==> config.mk <==
export PLATFORM = sky130hd
export DESIGN_NAME = dbgtap_top
export DESIGN_NICKNAME = d
export VERILOG_FILES = /design/src/rtl/dbgtap_pkg.sv /design/src/rtl/dbgtap_sync.sv /design/src/rtl/dbgtap_top.sv
export SDC_FILE = /design/constraint.sdc
export NUM_CORES = 1
export LEC_CHECK = 0
export BUFFER_PORTS_ARGS = -buffer_cell sky130_fd_sc_hd__buf_2
export CAP_MARGIN = 20
export CORE_ASPECT_RATIO = 0.9
export CORE_MARGIN = 2
export CORE_UTILIZATION = 59
export CTS_CLUSTER_DIAMETER = 40
export DETAILED_ROUTE_END_ITERATION = 6
export PLACE_DENSITY = 0.78
export SLEW_MARGIN = 10
export SYNTH_ARGS = -nofsm -noshare
export SYNTH_HDL_FRONTEND = slang
export SYNTH_SLANG_ARGS = --single-unit
export TNS_END_PERCENT = 1
==> constraint.sdc <==
create_clock -name ref_clk_in -period 2.68 [get_ports ref_clk_in]
set_input_delay 0 -clock ref_clk_in [delete_from_list [all_inputs] [get_ports ref_clk_in]]
set_output_delay 0 -clock ref_clk_in [all_outputs]
set_load 0.1 [all_outputs]
==> src/rtl/dbgtap_pkg.sv <==
// Purpose: Shared constants and types of the debug test port block.
// Assumes: One CPU clock domain; test pins are sampled, not clocked on.
// Notes: Instruction codes and the id value are local choices.
package dbgtap_pkg;
	localparam int IR_W = 5;
	localparam int DR_W = 32;
	localparam logic [IR_W-1:0] IR_CAPTURE = 5'h01;
	localparam logic [IR_W-1:0] OP_IDCODE = 5'h01;
	localparam logic [IR_W-1:0] OP_IMPCODE = 5'h03;
	localparam logic [IR_W-1:0] OP_BYPASS = 5'h1f;
	localparam logic [IR_W-1:0] IR_RESET = OP_IDCODE;
	// Arbitrary identification value, names no part
	localparam logic [DR_W-1:0] ID_VALUE = 32'h00000001;
	localparam int IMP_IRQ_SUP_BIT = 24;
	localparam int SYNC_STAGES = 2;

	typedef enum logic [3:0] {
		DBGTAP_TLR = 4'h0,
		DBGTAP_RTI = 4'h1,
		DBGTAP_SEL_DR = 4'h2,
		DBGTAP_CAP_DR = 4'h3,
		DBGTAP_SHF_DR = 4'h4,
		DBGTAP_EX1_DR = 4'h5,
		DBGTAP_PAU_DR = 4'h6,
		DBGTAP_EX2_DR = 4'h7,
		DBGTAP_UPD_DR = 4'h8,
		DBGTAP_SEL_IR = 4'h9,
		DBGTAP_CAP_IR = 4'ha,
		DBGTAP_SHF_IR = 4'hb,
		DBGTAP_EX1_IR = 4'hc,
		DBGTAP_PAU_IR = 4'hd,
		DBGTAP_EX2_IR = 4'he,
		DBGTAP_UPD_IR = 4'hf
	} dbgtap_state_t;

	function automatic dbgtap_state_t dbgtap_next(input dbgtap_state_t s,
		input logic tms);
		case (s)
			DBGTAP_TLR: dbgtap_next = tms ? DBGTAP_TLR : DBGTAP_RTI;
			DBGTAP_RTI: dbgtap_next = tms ? DBGTAP_SEL_DR : DBGTAP_RTI;
			DBGTAP_SEL_DR: dbgtap_next = tms ? DBGTAP_SEL_IR : DBGTAP_CAP_DR;
			DBGTAP_CAP_DR: dbgtap_next = tms ? DBGTAP_EX1_DR : DBGTAP_SHF_DR;
			DBGTAP_SHF_DR: dbgtap_next = tms ? DBGTAP_EX1_DR : DBGTAP_SHF_DR;
			DBGTAP_EX1_DR: dbgtap_next = tms ? DBGTAP_UPD_DR : DBGTAP_PAU_DR;
			DBGTAP_PAU_DR: dbgtap_next = tms ? DBGTAP_EX2_DR : DBGTAP_PAU_DR;
			DBGTAP_EX2_DR: dbgtap_next = tms ? DBGTAP_UPD_DR : DBGTAP_SHF_DR;
			DBGTAP_UPD_DR: dbgtap_next = tms ? DBGTAP_SEL_DR : DBGTAP_RTI;
			DBGTAP_SEL_IR: dbgtap_next = tms ? DBGTAP_TLR : DBGTAP_CAP_IR;
			DBGTAP_CAP_IR: dbgtap_next = tms ? DBGTAP_EX1_IR : DBGTAP_SHF_IR;
			DBGTAP_SHF_IR: dbgtap_next = tms ? DBGTAP_EX1_IR : DBGTAP_SHF_IR;
			DBGTAP_EX1_IR: dbgtap_next = tms ? DBGTAP_UPD_IR : DBGTAP_PAU_IR;
			DBGTAP_PAU_IR: dbgtap_next = tms ? DBGTAP_EX2_IR : DBGTAP_PAU_IR;
			DBGTAP_EX2_IR: dbgtap_next = tms ? DBGTAP_UPD_IR : DBGTAP_SHF_IR;
			default: dbgtap_next = tms ? DBGTAP_SEL_DR : DBGTAP_RTI;
		endcase
	endfunction : dbgtap_next
endpackage : dbgtap_pkg

==> src/rtl/dbgtap_sync.sv <==
// Purpose: Two-flop synchroniser for a group of pin levels.
// Assumes: Each bit is a slow level; bits are not coherent as a word.
// Notes: Only the second stage leaves this module.
module dbgtap_sync import dbgtap_pkg::*; #(
	parameter int WIDTH = 1,
	parameter logic [WIDTH-1:0] INIT = '0
) (
	input wire logic ref_clk_in,
	input wire logic reset_n_in,
	input wire logic [WIDTH-1:0] async_in,
	output logic [WIDTH-1:0] sync_out
);
	logic [WIDTH-1:0] meta;
	logic [WIDTH-1:0] next_meta;
	logic [WIDTH-1:0] next_sync;

	always_comb begin
		next_meta = reset_n_in ? async_in : INIT;
		next_sync = reset_n_in ? meta : INIT;
	end

	always_ff @(posedge ref_clk_in) begin
		meta <= next_meta;
		sync_out <= next_sync;
	end
endmodule : dbgtap_sync

==> src/rtl/dbgtap_top.sv <==
// Purpose: Test access port pins, debug interrupt capture, debug-mode
//   and coprocessor idle sideband of a processor core.
// Assumes: Test clock is far slower than ref_clk_in and is sampled.
// Notes: Data-out changes on the sampled falling test clock edge.
// Contract
// - Coprocessor idle is ignored unless the present strap is high.
// - Without the port controller, test pins stay unconnected.
// - Active-low test reset resets the port controller; asserted at power-up.
// - Port logic advances only on the dedicated test clock.
// - Float indication is 1 when data-out floats, 0 when driven.
// - Data-out floats outside shift states as boundary scan requires.
// - Interrupt support strap appears in the implementation register.
// - Debug request is taken only on a low-to-high interrupt edge.
// - Entering debug mode clears pending request; requests there dropped.
// - Debug-mode output stands high while the core is in debug mode.
module dbgtap_top import dbgtap_pkg::*; #(
	parameter bit TAP_PRESENT = 1'b1
) (
	input wire logic ref_clk_in,
	input wire logic reset_n_in,
	input wire logic dbg_test_reset_n_in,
	input wire logic dbg_test_clock_in,
	input wire logic dbg_test_mode_select_in,
	input wire logic dbg_test_data_in_in,
	input wire logic dbg_irq_request_in,
	input wire logic dbg_irq_supported_in,
	input wire logic coproc_idle_in,
	input wire logic coproc_present_in,
	input wire logic debug_mode_in,
	output logic dbg_test_data_out_out,
	output logic dbg_data_out_float_out,
	output logic dbg_irq_out,
	output logic in_debug_mode_out,
	output logic coproc_idle_out
);
	logic [7:0] pins_s;
	logic tck_s, trst_n_s, tms_s, tdi_s, irq_s, sup_s, cidle_s, cpres_s;
	logic tck_q, irq_q;
	logic tck_rise, tck_fall;
	dbgtap_state_t tap_state, next_tap_state;
	logic [IR_W-1:0] ir, next_ir, ir_sh, next_ir_sh;
	logic [DR_W-1:0] dr_sh, next_dr_sh;
	logic next_tdo, next_float;
	logic next_irq, next_dbgm, next_cidle;

	// Straps pass the synchroniser too; they are static after reset
	dbgtap_sync #(.WIDTH(8), .INIT(8'h02)) u_sync (
		.ref_clk_in(ref_clk_in),
		.reset_n_in(reset_n_in),
		.async_in({coproc_present_in, coproc_idle_in, dbg_irq_supported_in,
			dbg_irq_request_in, dbg_test_data_in_in,
			dbg_test_mode_select_in, dbg_test_reset_n_in, dbg_test_clock_in}),
		.sync_out(pins_s)
	);
	assign {cpres_s, cidle_s, sup_s, irq_s, tdi_s, tms_s, trst_n_s, tck_s} =
		pins_s;

	assign tck_rise = tck_s & ~tck_q;
	assign tck_fall = ~tck_s & tck_q;

	function automatic logic shifting(input dbgtap_state_t s);
		shifting = (s == DBGTAP_SHF_DR) || (s == DBGTAP_SHF_IR);
	endfunction : shifting

	always_comb begin
		next_tap_state = tap_state;
		next_ir = ir;
		next_ir_sh = ir_sh;
		next_dr_sh = dr_sh;
		next_tdo = dbg_test_data_out_out;
		next_float = dbg_data_out_float_out;
		if (!TAP_PRESENT) begin
			next_tap_state = DBGTAP_TLR;
			next_tdo = 1'b0;
			next_float = 1'b1;
		end else if (!trst_n_s) begin
			next_tap_state = DBGTAP_TLR;
			next_ir = IR_RESET;
			next_tdo = 1'b0;
			next_float = 1'b1;
		end else if (tck_rise) begin
			next_tap_state = dbgtap_next(tap_state, tms_s);
			case (tap_state)
				DBGTAP_TLR: next_ir = IR_RESET;
				DBGTAP_CAP_IR: next_ir_sh = IR_CAPTURE;
				DBGTAP_SHF_IR: next_ir_sh = {tdi_s, ir_sh[IR_W-1:1]};
				DBGTAP_UPD_IR: next_ir = ir_sh;
				DBGTAP_CAP_DR: begin
					next_dr_sh = '0;
					if (ir == OP_IDCODE) begin
						next_dr_sh = ID_VALUE;
					end else if (ir == OP_IMPCODE) begin
						next_dr_sh[IMP_IRQ_SUP_BIT] = sup_s;
					end
				end
				DBGTAP_SHF_DR: begin
					if (ir == OP_IDCODE || ir == OP_IMPCODE) begin
						next_dr_sh = {tdi_s, dr_sh[DR_W-1:1]};
					end else begin
						// Bypass and unknown codes use a single bit
						next_dr_sh = {{(DR_W-1){1'b0}}, tdi_s};
					end
				end
				default: ;
			endcase
		end else if (tck_fall) begin
			// float high unless shifting; falling-edge update
			next_float = !shifting(tap_state);
			next_tdo = (tap_state == DBGTAP_SHF_IR) ? ir_sh[0] : dr_sh[0];
		end
	end

	always_comb begin
		next_dbgm = debug_mode_in;
		next_irq = dbg_irq_out;
		if (irq_s && !irq_q) begin
			next_irq = 1'b1;
		end
		// entry clears, requests in debug mode dropped
		if (debug_mode_in) begin
			next_irq = 1'b0;
		end
		// idle only counts with coprocessor present
		next_cidle = cidle_s & cpres_s;
	end

	always_ff @(posedge ref_clk_in) begin
		if (!reset_n_in) begin
			tck_q <= 1'b0;
			irq_q <= 1'b0;
			tap_state <= DBGTAP_TLR;
			ir <= IR_RESET;
			ir_sh <= '0;
			dr_sh <= '0;
			dbg_test_data_out_out <= 1'b0;
			dbg_data_out_float_out <= 1'b1;
			dbg_irq_out <= 1'b0;
			in_debug_mode_out <= 1'b0;
			coproc_idle_out <= 1'b0;
		end else begin
			tck_q <= tck_s;
			irq_q <= irq_s;
			tap_state <= next_tap_state;
			ir <= next_ir;
			ir_sh <= next_ir_sh;
			dr_sh <= next_dr_sh;
			dbg_test_data_out_out <= next_tdo;
			dbg_data_out_float_out <= next_float;
			dbg_irq_out <= next_irq;
			in_debug_mode_out <= next_dbgm;
			coproc_idle_out <= next_cidle;
		end
	end

	property p_trst;
		@(posedge ref_clk_in) disable iff (!reset_n_in)
		!trst_n_s |=> tap_state == DBGTAP_TLR && dbg_data_out_float_out;
	endproperty
	a_trst: assert property (p_trst) else $error("test reset ignored");

	property p_tck_hold;
		@(posedge ref_clk_in) disable iff (!reset_n_in)
		(trst_n_s && !tck_rise) |=> $stable(tap_state);
	endproperty
	a_tck_hold: assert property (p_tck_hold) else $error("step w/o tck");

	property p_tlr_stay;
		@(posedge ref_clk_in) disable iff (!reset_n_in)
		(trst_n_s && tap_state == DBGTAP_TLR && tck_rise && tms_s)
			|=> tap_state == DBGTAP_TLR;
	endproperty
	a_tlr_stay: assert property (p_tlr_stay) else $error("left reset");

	property p_float;
		@(posedge ref_clk_in) disable iff (!reset_n_in)
		(trst_n_s && tck_fall) |=>
			dbg_data_out_float_out == !shifting($past(tap_state));
	endproperty
	a_float: assert property (p_float) else $error("float wrong");

	property p_float_idle;
		@(posedge ref_clk_in) disable iff (!reset_n_in)
		(tap_state == DBGTAP_RTI && !tck_rise) |=> dbg_data_out_float_out
			|| !$past(tck_fall, 2);
	endproperty
	a_float_idle: assert property (p_float_idle) else $error("float idle");

	property p_impl;
		@(posedge ref_clk_in) disable iff (!reset_n_in)
		(trst_n_s && tck_rise && tap_state == DBGTAP_CAP_DR
			&& ir == OP_IMPCODE) |=> dr_sh[IMP_IRQ_SUP_BIT] == $past(sup_s);
	endproperty
	a_impl: assert property (p_impl) else $error("support bit lost");

	property p_irq_edge;
		@(posedge ref_clk_in) disable iff (!reset_n_in)
		(irq_s && !irq_q && !debug_mode_in) |=> dbg_irq_out;
	endproperty
	a_irq_edge: assert property (p_irq_edge) else $error("edge missed");

	property p_irq_level;
		@(posedge ref_clk_in) disable iff (!reset_n_in)
		(!dbg_irq_out && !(irq_s && !irq_q)) |=> !dbg_irq_out;
	endproperty
	a_irq_level: assert property (p_irq_level) else $error("no edge");

	property p_irq_drop;
		@(posedge ref_clk_in) disable iff (!reset_n_in)
		debug_mode_in |=> !dbg_irq_out && in_debug_mode_out;
	endproperty
	a_irq_drop: assert property (p_irq_drop) else $error("kept in debug");

	property p_coproc;
		@(posedge ref_clk_in) disable iff (!reset_n_in)
		!cpres_s |=> !coproc_idle_out;
	endproperty
	a_coproc: assert property (p_coproc) else $error("idle w/o present");

	c_irq: cover property (@(posedge ref_clk_in) disable iff (!reset_n_in)
		!dbg_irq_out ##1 dbg_irq_out);
	c_shift_dr: cover property (@(posedge ref_clk_in)
		disable iff (!reset_n_in) tap_state == DBGTAP_SHF_DR
		&& !dbg_data_out_float_out);
	c_upd_ir: cover property (@(posedge ref_clk_in) disable iff (!reset_n_in)
		tap_state == DBGTAP_UPD_IR ##1 tap_state == DBGTAP_RTI);
endmodule : dbgtap_top

[Word level (Yosys, flattened, before mapping)]
Index checks and enable logic that the tools add are counted.
Storage, ports and cells
  register bits: 69
  input bits: 11
  output and inout port bits: 5
  word-level logic and storage cells: 73
Cells by class
  eq/ne operators: 15
  multiplexer cells: 21
  bitwise logic cells: 7
  reductions and logical operators: 17
Operators by type and width (number)
  $pmux 32 s2: 1
  $pmux 4 s11: 1
  $mux 32: 1
  $eq 4x4->1 const B: 7
  $pmux 5 s2: 2
  $eq 4x3->1 const B: 4
  $mux 4: 4
  $eq 4x2->1 const B: 2
  $mux 1: 7
  $mux 2: 3
  $mux 3: 2
  $reduce_and 2->1: 3
  $reduce_and 3->1: 2
  $reduce_bool 2->1: 3
  $reduce_or 2->1: 3
  $eq 5x1->1 const B: 1
  $eq 5x2->1 const B: 1
  $logic_not 4->1: 1
  $not 1->1: 4
  $and 1x1->1: 3
  $logic_not 1->1: 2
  $logic_or 1x1->1: 2
  $logic_and 1x1->1: 1

[Longest topological paths before layout]
  depth after elaboration: 4
  gate-level depth with buffers: 7
  depth with buffers taken out: 4

[Hierarchy]
Synthesis repeated with hierarchy kept, for this count alone.
Unflattened totals
  cells, all modules: 271
  area, all modules: 2656.3 sq um
Modules (own cells, without submodules)
  dbgtap_top: times used 1, cells an instance 238, area an instance 2212.1 sq um, sequential area each 1061.0 sq um
  dbgtap_sync: times used 1, cells an instance 33, area an instance 444.2 sq um, sequential area each 320.3 sq um

[Worst setup path after synthesis]
Ideal clock, no wire load.
  kind: reg-to-reg
  start point: reg tap_state[2]
  end point: reg dr_sh[0]
  data arrival time: 1.821 ns
  data required time: 2.610 ns
  slack: 0.789 ns
  cell stages (with the launch flop): 7
  clock period less this slack: 1.891 ns
  path through: dfxtp_1 > buf_4 > or3b_1 > a211o_1 > buf_2 > or4b_1 > a21boi_1
On the way
  word-level cells in the longest chain between the ends: 3
  elaborated cells between the ends (all ways): 5
RTL lines
  start: declaration: line dbgtap_top.sv:40  | dbgtap_state_t tap_state, next_tap_state;
  start signal: assignment: line dbgtap_top.sv:143  | tap_state <= next_tap_state;
  $eq 4x3->1 / $eq 4x2->1 (equally long branches): line dbgtap_top.sv:83  | case (tap_state)
  $reduce_bool 2->1 (no source line)
  $reduce_and 3->1 (no source line)
  end signal: assignment: line dbgtap_top.sv:146  | dr_sh <= next_dr_sh;
  end: declaration: line dbgtap_top.sv:42  | logic [DR_W-1:0] dr_sh, next_dr_sh;
Several ways; a longest one is shown, not always the timed one.
A chain may end at the register's enable or synchronous reset.

[Worst setup path after layout]
Ends and elaborated chain as after synthesis.

==> reports/results.ini <==
[run_status]
status=complete, no violations

[placed_design]
place_congestion=0.8118
hpwl_microns=2828
portBuffers=15

[die]
start_util=0.6262
core_sq_um=4184
die-area_sq_um=4991
io_pins=16
dieHeight_microns=67.22
rows=22
dieWidth_microns=74.25

[worst_setup_path]
endpoint_kind=register
cp.required_ps=2940
crit_arrival_ps=2380
criticalPathCategory=reg -> reg
reg2regPathDepth=4
crit_fanout=20
r2r_start=tap_state[2]
reg2reg_slack_ps=560
critPathLaunchType=register
rr_endpoint=dr_sh[0]

[power]
ir_worst_vdd_mv=0.4423
leakagePower_nw=1.038
power.density_nw_per_um2=652.4

[cts]
tritoncts=built
htree_num_levels=3
clkSinkCount=69
clock_latency_ps=330
numCtsBuffers=9
clk_pin_slew_ps=60
cts_resized=0
root_buffer=clkbuf_8
cts_buffer_depth=2

[detailed_routing]
wl_microns=4622
wire_per_inst_microns=13.21
via_per_inst=5.571
vias=1950
drt_iter0_markers=134
dr.pass1.iters=4
ant_nets=0
drc=0

[timing]
finalCritPeriodShare=0.7905
tns_ps=0
drv_slew=0
rsz0062_at_grt=false
slew-limit-headroom=0.6221
clock.fmax_mhz=472.0
clock_skew_ps=4.487
hold_slack_ps=210.0
setup-violations-final=0
hold_viol=0
tightest_slew_ps=559.0
fin_crit_ps=2118

[synth]
yosysTopAreaCell=dfxtp_1
synth_top_cell_area_share=0.5272
ys_ff_latch=69
syn_area_per_cell_sq_um=9.704
synth_cell_type_count=42
synth.cell_area_sq_um=2620
synth_cells=270
synth_flop_cell=dfxtp_1
syn-num-nets=281
synth_most_common_cell=dfxtp_1
synth_seq_area_share=0.5272
async_flop_share=0
synth_edf_count=0
synthTopCellsByCount=69 x dfxtp_1, 40 x nor2b_1, 39 x a22oi_1
ys_warn_count=0
synthTopCellsByArea=dfxtp_1 53%, a22oi_1 11%, nor2b_1 9.6%

[worst_hold_path]
min_delay_path_depth=3
hold_path_end=u_sync.sync_out[1]
hold_path.class=in -> reg
min_from=reset_n_in

[job]
maxCapViolations=0

[grt]
grt_overflow_total=0
antenna_found_initial=0
grt_max_degree=60
grtUsageTotal=0.2085
grt_pass1_vias=1719
grt_pass1_wl_microns=7776

[finish]
area_delta_synth_final_pct=14.23
final_nets=297
drive_above_1_share=0.1172
num_antenna_cells=0

## logic make-up (layout without fill, tap and decap cells)
group,Yosys count,count (layout),share of synthesized area
compound gates,66,66,0.1839
xor+xnor,1,1,0.003343
simple gates,104,104,0.2369
flops,69,69,0.5272
buf+inv,29,49,0.04489
mux,1,1,0.003821
## cell type report
type | count | area, sq um
Sequential cell | 69 | 1381
Fill cell | 322 | 1191
Multi-Input combinational cell | 172 | 1126
Timing Repair Buffer | 28 | 195.2
Clock buffer | 14 | 162.7
Tap cell | 60 | 75.07
Clock inverter | 1 | 30.03
Inverter | 6 | 22.52
## routing by layer
| layer | part of all wire | track usage | vias up | wire (microns) |
|---|---|---|---|---|
| li1 | - | - | 986 | - |
| met1 | 0.49 | 0.2884 | 906 | 2268 |
| met2 | 0.45 | 0.2980 | 52 | 2062 |
| met3 | 0.056 | 0.08507 | 6 | 257 |
| met4 | 0.0074 | 0.06696 | 0 | 34 |
| met5 | 0 | 0 | - | 0 |
## metrics by stage
step           cell area, sq um  worst slack [ps]  std cells    util  power (mW)
6_report                   2993             561.5        350  0.7153       1.952
5_1_grt                    2993             396.6        350  0.7153       2.022
4_1_cts                    2993             564.6        350  0.7153       1.972
3_5_place_dp               2710             556.8        326  0.6477       1.144
3_3_place_gp               2710             614.0        326  0.6477       1.143
2_1_floorplan              2620             788.7        270       -       1.124
## power breakdown
group          internal, mW  leakage [nW]  switching (mW)
registers              1.04         0.560         0.00756
logic                0.0372         0.381          0.0459
clock network         0.477        0.0968           0.344
## flip-flops by register name (all words and copies together) (netlist names)
signal,count
irq_q,1
u_sync.meta,8
dbg_test_data_out_out,1
coproc_idle_out,1
ir_sh,5
tap_state,4
tck_q,1
dr_sh,32
in_debug_mode_out,1
dbg_irq_out,1
ir,5
dbg_data_out_float_out,1
u_sync.sync_out,8
## worst max-delay path, stage by stage, from the launching register on
cell and delay (ps):
dfxtp_1 670, or3b_1 400, a211o_1 310, or4b_1 530, a21boi_1 150
## layout by cell type, fill, tap and decap left out, drive strengths merged, types with 8 or more instances in the layout
master | netlist | routed
a22oi | 39 | 39
dlygate4sd3 | 0 | 9
nor2 | 10 | 10
and2 | 17 | 17
nor2b | 40 | 40
nand2 | 8 | 8
clkbuf | 18 | 14
buf | 5 | 19
dfxtp | 69 | 69
## repair_timing
action | CTS | global route
setup buffers | 0 | 0
endpoints found under the hold margin | 10 | 0
hold buffers | 9 | 0
## how the worst max path moves through the flow
stage,slack (ps),endpoint,startpoint,cells after the start
floorplan,790,dr_sh[0],tap_state[2],6
global placement,610,dr_sh[0],tap_state[2],4
detailed placement,560,dr_sh[15],tap_state[2],5
CTS,560,dr_sh[0],tap_state[2],4
global route,400,dr_sh[16],tap_state[2],5
finish,560,dr_sh[0],tap_state[2],4
(Power assumes the default switching activity.)
